--- src/verilog/psar_defines.svh ---
`ifndef PSAR_DEFINES_SVH
`define PSAR_DEFINES_SVH

// register indexes
`define PSAR_IDX_STATUS 5'h01
`define PSAR_IDX_IDENT_HI 5'h02
`define PSAR_IDX_IDENT_LO 5'h03
`define PSAR_IDX_ADVERTISE 5'h04
`define PSAR_IDX_PARTNER 5'h05

// status field positions
`define PSAR_ST_CAPS_MSB 15
`define PSAR_ST_CAPS_LSB 11
`define PSAR_ST_CAPS_VAL 5'h0F
`define PSAR_ST_AN_DONE 5
`define PSAR_ST_RFAULT 4
`define PSAR_ST_AN_ABLE 3
`define PSAR_ST_LINK 2
`define PSAR_ST_JABBER 1
`define PSAR_ST_EXT_CAP 0

// advertisement layout
`define PSAR_ADV_RESET 16'h0081
`define PSAR_ADV_WR_MASK 16'h3DFF
`define PSAR_ADV_STRAP_MASK 16'h0160
`define PSAR_ADV_PAUSE_MSB 11
`define PSAR_ADV_PAUSE_LSB 10

// partner ability layout
`define PSAR_LP_RESET 16'h0001
`define PSAR_LP_COPY_MASK 16'h2FFF
`define PSAR_LP_PAUSE_MSB 11
`define PSAR_LP_PAUSE_LSB 10

// pause codes
`define PSAR_PAUSE_NONE 2'h0
`define PSAR_PAUSE_SYM 2'h1
`define PSAR_PAUSE_ASYM 2'h2
`define PSAR_PAUSE_BOTH 2'h3

`endif

--- src/verilog/psar_pkg.sv ---
package psar_pkg;

	// one management command as relayed by the MAC indirect access logic
	typedef struct packed {
		logic valid; // one-cycle request strobe
		logic write; // 1 = write, 0 = read
		logic [4:0] index; // register index
		logic [15:0] wdata; // write data
	} psar_mgmt_req_t;

	// answer to a management command
	typedef struct packed {
		logic ack; // one-cycle answer strobe
		logic [15:0] rdata; // read data, zero for writes
	} psar_mgmt_rsp_t;

	// live line conditions from the PHY core
	typedef struct packed {
		logic link_up; // link currently up
		logic remote_fault; // remote fault currently seen
		logic jabber; // jabber currently seen
		logic an_complete; // negotiation finished
		logic power_down; // PHY held in power down
	} psar_line_t;

endpackage

--- src/verilog/psar_latch_bit.sv ---
// one latching status bit: latch high holds ones, latch low holds zeros
module psar_latch_bit #(
	parameter bit LATCH_LOW = 1'b0
) (
	input wire logic i_core_clk,
	input wire logic i_rst_n,
	input wire logic i_live,
	input wire logic i_read,
	output logic o_value
);

	logic value_q; // held value shown to software
	logic value_d; // next held value
	logic held_d; // value with the live condition folded in

	// latch high ors in events, latch low ands in losses
	assign held_d = LATCH_LOW ? (value_q & i_live) : (value_q | i_live);
	// a read reloads the live level, which already carries a same-cycle event
	assign value_d = i_read ? i_live : held_d;

	// hold register, cleared by reset
	always_ff @(posedge i_core_clk) begin
		if (!i_rst_n) begin
			value_q <= 1'b0;
		end else begin
			value_q <= value_d;
		end
	end

	assign o_value = value_q;

endmodule

--- src/verilog/psar_regs.sv ---
`include "psar_defines.svh"

// status, identifier, advertisement and partner ability registers of the PHY
module psar_regs #(
	parameter logic [15:0] OUI_HIGH = 16'h1234, // arbitrary value
	parameter logic [5:0] OUI_LOW = 6'h15, // arbitrary value
	parameter logic [5:0] MODEL_NUM = 6'h2A, // arbitrary value
	parameter logic [3:0] REV_NUM = 4'h3 // arbitrary value
) (
	input wire logic i_core_clk,
	input wire logic i_rst_n,
	input wire psar_pkg::psar_mgmt_req_t i_mgmt,
	output psar_pkg::psar_mgmt_rsp_t o_mgmt,
	input wire psar_pkg::psar_line_t i_line,
	input wire logic i_lp_word_valid,
	input wire logic [15:0] i_lp_word,
	input wire logic i_speed_sel,
	output logic [15:0] o_adv_word,
	output logic [1:0] o_pause_mode,
	output logic o_pause_valid
);

	// ---------------- command decode ----------------

	// request qualifiers
	wire rd_req;
	wire wr_req;
	// index hits
	wire hit_status;
	wire hit_ident_hi;
	wire hit_ident_lo;
	wire hit_adv;
	wire hit_lp;
	// status read reloads the latching bits from the live conditions
	wire status_rd;
	// advertisement write strobe
	wire adv_wr;

	// registers reached only by index through the management command
	assign rd_req = i_mgmt.valid & ~i_mgmt.write;
	assign wr_req = i_mgmt.valid & i_mgmt.write;
	assign hit_status = (i_mgmt.index == `PSAR_IDX_STATUS);
	assign hit_ident_hi = (i_mgmt.index == `PSAR_IDX_IDENT_HI);
	assign hit_ident_lo = (i_mgmt.index == `PSAR_IDX_IDENT_LO);
	assign hit_adv = (i_mgmt.index == `PSAR_IDX_ADVERTISE);
	assign hit_lp = (i_mgmt.index == `PSAR_IDX_PARTNER);
	assign status_rd = rd_req & hit_status;
	assign adv_wr = wr_req & hit_adv;

	// ---------------- latching status bits ----------------

	// latch kinds: bit 2 remote fault high, bit 1 link low, bit 0 jabber high
	localparam logic [2:0] LATCH_LOW_MASK = 3'h2;

	// live and latched conditions in the same order
	logic [2:0] live_vec;
	logic [2:0] latched_vec;

	assign live_vec = {i_line.remote_fault, i_line.link_up, i_line.jabber};

	// one latch cell per latching bit
	genvar gi;
	generate
		for (gi = 0; gi < 3; gi++) begin : g_latch
			psar_latch_bit #(
				.LATCH_LOW(LATCH_LOW_MASK[gi])
			) u_latch (
				.i_core_clk(i_core_clk),
				.i_rst_n(i_rst_n),
				.i_live(live_vec[gi]),
				.i_read(status_rd),
				.o_value(latched_vec[gi])
			);
		end
	endgenerate

	// ---------------- negotiation complete ----------------

	logic an_done_q; // completion flag
	logic an_done_d;

	// power down drops the flag; it sets again as soon as power down ends while an_complete is high
	assign an_done_d = i_line.an_complete & ~i_line.power_down;

	// completion flag register
	always_ff @(posedge i_core_clk) begin
		if (!i_rst_n) begin
			an_done_q <= 1'b0;
		end else begin
			an_done_q <= an_done_d;
		end
	end

	// ---------------- advertisement register ----------------

	logic [15:0] adv_q; // advertisement contents
	logic [15:0] adv_d;
	logic strap_done_q; // strap already applied
	logic [15:0] strap_bits; // strapped ability bits
	logic [15:0] adv_after_strap;

	// strap drives bits 8, 6 and 5 together
	assign strap_bits = i_speed_sel ? `PSAR_ADV_STRAP_MASK : 16'h0000;
	// first cycle after reset loads the strap into the strapped bits
	assign adv_after_strap = strap_done_q ? adv_q :
		((adv_q & ~`PSAR_ADV_STRAP_MASK) | strap_bits);
	// writes touch only writable bits; reserved bits stay zero
	assign adv_d = adv_wr ?
		((adv_after_strap & ~`PSAR_ADV_WR_MASK) | (i_mgmt.wdata & `PSAR_ADV_WR_MASK)) :
		adv_after_strap;

	// advertisement register and strap sampler
	always_ff @(posedge i_core_clk) begin
		if (!i_rst_n) begin
			adv_q <= `PSAR_ADV_RESET;
			strap_done_q <= 1'b0;
		end else begin
			adv_q <= adv_d;
			strap_done_q <= 1'b1;
		end
	end

	// code word offered to the negotiation engine
	assign o_adv_word = adv_q;

	// ---------------- partner ability register ----------------

	logic [15:0] lp_q; // partner ability contents
	logic [15:0] lp_d;

	// copy partner fields; next page, acknowledge and reserved stay zero
	assign lp_d = i_lp_word_valid ? (i_lp_word & `PSAR_LP_COPY_MASK) : lp_q;

	// partner ability register
	always_ff @(posedge i_core_clk) begin
		if (!i_rst_n) begin
			lp_q <= `PSAR_LP_RESET;
		end else begin
			lp_q <= lp_d;
		end
	end

	// ---------------- pause resolution ----------------

	// local and partner pause fields
	wire [1:0] adv_pause;
	wire [1:0] lp_pause;
	wire sym_ok;
	wire asym_ok;
	logic [1:0] pause_d;
	logic [1:0] pause_q;
	logic pause_valid_q;

	assign adv_pause = adv_q[`PSAR_ADV_PAUSE_MSB:`PSAR_ADV_PAUSE_LSB];
	assign lp_pause = lp_q[`PSAR_LP_PAUSE_MSB:`PSAR_LP_PAUSE_LSB];
	// symmetric when both sides offer symmetric
	assign sym_ok = adv_pause[0] & lp_pause[0];
	// asymmetric when both offer it and at least one also offers symmetric
	assign asym_ok = adv_pause[1] & lp_pause[1] & (adv_pause[0] | lp_pause[0]);
	// symmetric wins, so the result is never both kinds
	assign pause_d = sym_ok ? `PSAR_PAUSE_SYM :
		(asym_ok ? `PSAR_PAUSE_ASYM : `PSAR_PAUSE_NONE);

	// resolved pause register, only meaningful after completion
	always_ff @(posedge i_core_clk) begin
		if (!i_rst_n) begin
			pause_q <= `PSAR_PAUSE_NONE;
			pause_valid_q <= 1'b0;
		end else begin
			pause_q <= an_done_q ? pause_d : `PSAR_PAUSE_NONE;
			pause_valid_q <= an_done_q;
		end
	end

	assign o_pause_mode = pause_q;
	assign o_pause_valid = pause_valid_q;

	// ---------------- read data ----------------

	wire [15:0] status_word;
	wire [15:0] ident_hi_word;
	wire [15:0] ident_lo_word;
	logic [15:0] rdata_sel;
	logic [15:0] rdata_q;
	logic ack_q;

	// fixed abilities, reserved zeros and live/latched flags
	assign status_word = {`PSAR_ST_CAPS_VAL, 5'h00, an_done_q, latched_vec[2], 1'b1,
		latched_vec[1], latched_vec[0], 1'b1};
	assign ident_hi_word = OUI_HIGH;
	assign ident_lo_word = {OUI_LOW, MODEL_NUM, REV_NUM};

	// select by index; unmapped indexes and writes read zero
	always_comb begin
		rdata_sel = 16'h0000;
		if (rd_req) begin
			if (hit_status) begin
				rdata_sel = status_word;
			end else if (hit_ident_hi) begin
				rdata_sel = ident_hi_word;
			end else if (hit_ident_lo) begin
				rdata_sel = ident_lo_word;
			end else if (hit_adv) begin
				rdata_sel = adv_q;
			end else if (hit_lp) begin
				rdata_sel = lp_q;
			end else begin
				rdata_sel = 16'h0000;
			end
		end
	end

	// answer one cycle after the request
	always_ff @(posedge i_core_clk) begin
		if (!i_rst_n) begin
			rdata_q <= 16'h0000;
			ack_q <= 1'b0;
		end else begin
			rdata_q <= rdata_sel;
			ack_q <= i_mgmt.valid;
		end
	end

	assign o_mgmt.ack = ack_q;
	assign o_mgmt.rdata = rdata_q;

	// ---------------- checks ----------------

	// index of the previous request, seen by the checks only
	logic [4:0] chk_idx_q;
	logic chk_rd_q;

	// remember last request
	always_ff @(posedge i_core_clk) begin
		if (!i_rst_n) begin
			chk_idx_q <= 5'h00;
			chk_rd_q <= 1'b0;
		end else begin
			chk_idx_q <= i_mgmt.index;
			chk_rd_q <= rd_req;
		end
	end
endmodule
--- config.mk ---
export PLATFORM = sky130hd
export DESIGN_NAME = psar_regs
export DESIGN_NICKNAME = d
export VERILOG_FILES = /design/src/verilog/psar_pkg.sv /design/src/verilog/psar_latch_bit.sv /design/src/verilog/psar_regs.sv
export VERILOG_INCLUDE_DIRS = /design/src /design/src/verilog
export SDC_FILE = /design/constraint.sdc
export NUM_CORES = 1
export LEC_CHECK = 0
export BUFFER_PORTS_ARGS = -buffer_cell sky130_fd_sc_hd__buf_2
export CAP_MARGIN = 20
export CORE_MARGIN = 1
export CORE_UTILIZATION = 30
export CTS_CLUSTER_SIZE = 12
export DETAILED_ROUTE_END_ITERATION = 16
export SETUP_SLACK_MARGIN = 0.5
export SLEW_MARGIN = 20
export SYNTH_ARGS = -nofsm -noshare
export SYNTH_HDL_FRONTEND = slang
export SYNTH_SLANG_ARGS = --single-unit
--- constraint.sdc ---
create_clock -name i_core_clk -period 1.6 [get_ports i_core_clk]
set_input_delay 0.08 -clock i_core_clk [delete_from_list [all_inputs] [get_ports i_core_clk]]
set_output_delay 0.08 -clock i_core_clk [all_outputs]
set_load 0.01 [all_outputs]
Word level (Yosys, flattened, before mapping)
Cells that the tools add are included.
- register bits after elaboration: 54
- input bits: 48
- output and inout port bits: 36
- logic and storage cells: 61
- eq/ne operators: 6
- multiplexer cells: 14
- bitwise logic cells: 19
- reductions and logical operators: 6
- operators with widths (operator ; count):
    16-bit 2-to-1 mux ; 3
    15-bit 2-to-1 mux ; 3
    16-bit by 14-bit bitwise OR with 16-bit output ; 1
    16-bit by 9-bit bitwise OR with 16-bit output ; 1
    14-bit 2-to-1 mux ; 1
    5-bit by 2-bit == test with 1-bit output (second input constant) ; 2
    5-bit by 3-bit == test with 1-bit output (second input constant) ; 2
    1-bit AND ; 9
    9-bit 2-to-1 mux ; 1
    3-bit OR reduction ; 2
    5-bit by 1-bit == test with 1-bit output (second input constant) ; 1
    1-bit 2-to-1 mux ; 5
    1-bit inverter ; 5
    5-bit OR reduction ; 1
    2-bit AND reduction ; 2
    4-bit OR reduction ; 1
    1-bit bitwise OR ; 3
    2-bit 2-to-1 mux ; 1
    2-bit inequality test (second input constant) ; 1

Depth between registers and ports, before layout
- word-level depth: 6
- mapped depth: 5

Modules after synthesis
A second synthesis with hierarchy kept.
- cell total of the unflattened synthesis: 220
- area, all modules: 2011.9 um^2
- by module, submodules not included (module ; times used ; cells each ; area an instance (um^2) ; sequential area each (um^2)):
    psar_regs ; 1 ; 212 ; 1899.3 ; 940.9
    psar_latch_bit at g_latch[0].u_latch ... ; 2 ; 3 ; 41.3 ; 20.0
    psar_latch_bit at g_latch[1].u_latch ; 1 ; 2 ; 30.0 ; 20.0

Least setup slack after synthesis
OpenSTA, ideal clock, no wires.
- kind: input to register
- start point: input port i_mgmt[18] in the netlist's numbering
- end point: register g_latch[0].u_latch.value_q
- arrival time: 0.829 ns
- data required time: 1.475 ns
- path slack: 0.646 ns
- cell stages on the path: 5
- buffers on the path: 1
- cells stage by stage: buf_6 > nor3_2 > nand2_2 > nor3b_2 > o21ai_0
- longest elaborated chain between the ends: 3
- ends and longest elaborated chain (what ; line ; text):
    start: declaration ; psar_regs.sv:12 ; input wire psar_pkg::psar_mgmt_req_t i_mgmt,
    5-bit by 1-bit == test with 1-bit output (no source line) ; - ;
    1-bit AND ; psar_regs.sv:47 ; assign status_rd = rd_req & hit_status;
    1-bit 2-to-1 mux ; psar_latch_bit.sv:19 ; assign value_d = i_read ? i_live : held_d;
    end signal: assignment ; psar_latch_bit.sv:26 ; value_q <= value_d;
    end: declaration ; psar_latch_bit.sv:12 ; logic value_q;
No other way between the ends.
A chain may end at the register's enable or synchronous reset.

Final worst setup path
- start point: input port i_mgmt[18] in the netlist's numbering
- end point: register rdata_q[7]
- longest elaborated chain between the ends: 4
- elaborated cells on any way between the ends: 9
- classes of those cells: eq/ne: 5; mux: 3; reduce/logical: 1
- ends and longest elaborated chain (what ; line ; text):
    5-bit by 3-bit == test with 1-bit output (no source line) ; - ;
    14-bit 2-to-1 mux ; psar_regs.sv:205 ; end else if (hit_lp) begin
    16-bit 2-to-1 mux ; psar_regs.sv:203 ; end else if (hit_adv) begin
    15-bit 2-to-1 mux ; psar_regs.sv:201 ; end else if (hit_ident_lo) begin
    end signal: assignment ; psar_regs.sv:219 ; rdata_q <= rdata_sel;
    end: declaration ; psar_regs.sv:184 ; logic [15:0] rdata_q;
Parallel ways exist; a longest one is shown, timed or not.

==> flow_metrics.py <==
metrics = {
    "status": {
        "violations": "design-rule violations",
        "outcome": "complete, but fails checks",
    },
    "worst_setup_path": {
        "crit_required_ns": 1.82,
        "critPathLaunchType": "primary input",
        "startpoint": "i_mgmt[18]",
        "critPathKind": "primary input to register",
        "end_kind": "register",
        "rr_worst_depth": 4,
        "r2r-end": "rdata_q[0]",
        "crit_path_end": "rdata_q[7]",
        "crit_fanout": 12,
        "r2r_slack_ns": 0.61,
        "cp.arrival_ns": 1.28,
        "crit-reg2reg-launch": "lp_q[0]",
    },
    "yosys": {
        "synth_seq_cells": 50,
        "avgSynthCellArea_um2": 9.21,
        "synth.distinct_cells": 38,
        "syn_inst": 219,
        "ys_seq_area_share_pct": 49.6,
        "ys_warn_count": 0,
        "syn-cell-area_um2": 2020,
    },
    "cts": {
        "root_buffer": "clkbuf_8",
        "clock_sinks": 50,
        "cts_tree": "yes",
        "cts_max_level": 2,
        "clk_pin_slew_worst_paths_ns": 0.08,
        "postCtsSetupBuffers": 0,
        "cts_buffers": 5,
        "worst_skew_pair.late_latency_ns": 0.29,
        "clock_path_buffers": 2,
    },
    "sta": {
        "skew_ns": 0.00447,
        "finalCritPeriodShare_pct": 66.4,
        "tns_ns": 0,
        "rsz0062_at_grt": "yes",
        "drv_slew": 0,
        "period_needed_ns": 1.06,
        "finalSetupViolations": 0,
        "fmax_mhz": 942,
        "hold_violations": 0,
    },
    "drt": {
        "route.detailed.drc": 5,
        "wl_per_cell_um": 13.4,
        "first_iter_violations": 49,
        "antenna_left": 0,
        "viasPerCell": 4.67,
        "num_vias": 1741,
        "drtPass1Iterations": 10,
        "drt-total-wl_mm": 4.98,
    },
    "power": {
        "p_leak_nw": 1.21,
        "ir_drop_uv": 333,
        "power_per_cell_area_nw_per_um2": 913,
    },
    "grt": {
        "antenna_found_initial": 0,
        "grt-ovfl-total": 0,
        "grt_pass1_vias": 1622,
        "grtUsageTotal_pct": 14.3,
        "grt_max_degree": 25,
        "grt_pass1_wl_mm": 7.73,
    },
    "final_layout": {
        "n_fill_cell": 664,
        "regArea_um2": 1000,
        "multi_input_area_um2": 902,
        "n_antenna_cell": 0,
        "mostFrequentLayoutCell": "buf_2",
        "syn2layout_area_growth_pct": 28.1,
        "final_core_util_pct": 40.2,
        "layout-drive-gt1-share_pct": 31.8,
        "mostFrequentLayoutCells": "buf_2, dfxtp_1, nor2_1",
        "fin_nets": 343,
    },
    "floorplan": {
        "fp.coreArea_um2": 6420,
        "die_y_um": 84.0,
        "dieArea_um2": 7060,
        "die_x_um": 84.0,
        "floorplan.initialDensity_pct": 31.4,
        "pin_count": 84,
        "row_count": 29,
    },
    "hold_path": {
        "hold_class": "primary input to register",
    },
    "placement": {
        "hpwlAfterDp_mm": 3.93,
        "globalplace.congestion": 0.788,
        "io_buffers": 73,
    },
    "job": {
        "drv_cap": 0,
    },
}
-- metal layers --
layer  up-vias  global-route usage [%]  part of all wire (%)
met5         -                       0                     0
met4         0                    4.70                  0.90
met3         4                    3.36                   4.5
met2        49                    25.5                    49
met1       794                    16.8                    45
li1        894                       -                     -
-- worst min-delay path by stage --
stage	from	endpoint	cells after the start
floorplan	i_rst_n	strap_done_q	0
global placement	i_line[0]	an_done_q	2
detailed placement	i_line[0]	an_done_q	2
CTS	i_line[1]	an_done_q	3
global route	i_line[4]	g_latch[1].u_latch.o_value	2
finish	i_line[1]	an_done_q	3
-- cells by family after synthesis --
logic type / synth area share, %
XOR/XNOR: 0.434
AO/OA/AOI/OAI: 14.1
buffers and inverters: 6.45
flip-flops: 49.6
AND/OR/NAND/NOR: 22.2
other: 0.186
multiplexers: 6.95
-- Yosys cell counts --
library cell	number	share of area, %
and2b_1	2	0.74
nand4_4	1	1.1
o211ai_1	1	0.37
o21ai_0	18	4.5
nor2b_1	3	0.93
nand2_2	1	0.31
inv_1	5	0.93
and2_1	3	0.93
dfxtp_1	50	50
buf_1	3	0.56
nand2_1	26	4.8
and2_2	1	0.37
nand3_1	9	2.2
conb_1	1	0.19
nor3b_1	1	0.37
and2b_2	1	0.43
nor3_2	1	0.50
nor3b_4	1	0.93
xor2_1	1	0.43
and4_1	1	0.43
a311oi_1	3	1.3
a21oi_1	6	1.5
buf_2	5	1.2
buf_6	3	1.7
a21o_1	3	1.1
nor2_1	27	5.0
buf_4	5	1.9
or2_2	1	0.31
mux2i_1	14	6.9
clkbuf_1	1	0.19
a32oi_1	8	3.5
a31oi_1	1	0.31
nand2b_1	6	1.9
a211oi_1	1	0.37
o211a_1	1	0.50
a22oi_1	2	0.74
and3_1	1	0.31
nor3b_2	1	0.62
-- report_power, final --
part	switching, mW	total, mW	internal, mW
combinational	0.127	0.238	0.110
clock	0.383	0.820	0.437
sequential	0.0219	1.30	1.28
total	0.533	2.36	1.83
-- flip-flops by register name, summed over array words and instances, names as in the netlist --
signal,count
o_adv_word,13
lp_q,13
o_pause_valid,1
ack_q,1
o_pause_mode,2
rdata_q,15
an_done_q,1
strap_done_q,1
g_latch.u_latch.o_value,3
-- layout make-up --
type / instances / area share [%]
flip-flops and latches: 50 / 38.7
inverters: 5 / 0.726
multi-input cells: 150 / 34.9
well taps: 77 / 3.73
repair buffers: 83 / 17.6
clock buffers: 8 / 4.26
-- repair_timing --
| action | CTS | global route |
|---|---|---|
| setup endpoints to repair | 0 | 13 |
| gates resized for setup | 0 | 1 |
| hold buffers | 6 | 0 |
| endpoints found under the hold margin | 6 | 0 |
-- critical path: stages --
cell and delay (ns):
buf_2 0.21, nor3b_4 0.30, and2_2 0.32, buf_4 0.17
a32oi_1 0.05, nor2_1 0.14
-- metrics by stage --
| stage | worst slack, ns | area (µm²) | hold WS (ns) | power, mW | std cells |
|---|---|---|---|---|---|
| floorplan | 0.646 | 2030 | 0.108 | 1.47 | 222 |
| global placement | 0.261 | 2410 | 0.253 | 1.55 | 359 |
| detailed placement | 0.233 | 2410 | 0.253 | 1.56 | 359 |
| CTS | 0.552 | 2580 | 0.00692 | 2.39 | 373 |
| global route | 0.448 | 2580 | 0.0200 | 2.46 | 373 |
| finish | 0.538 | 2580 | 0.0110 | 2.36 | 373 |
No activity file was read; power rests on OpenSTA's default activity.
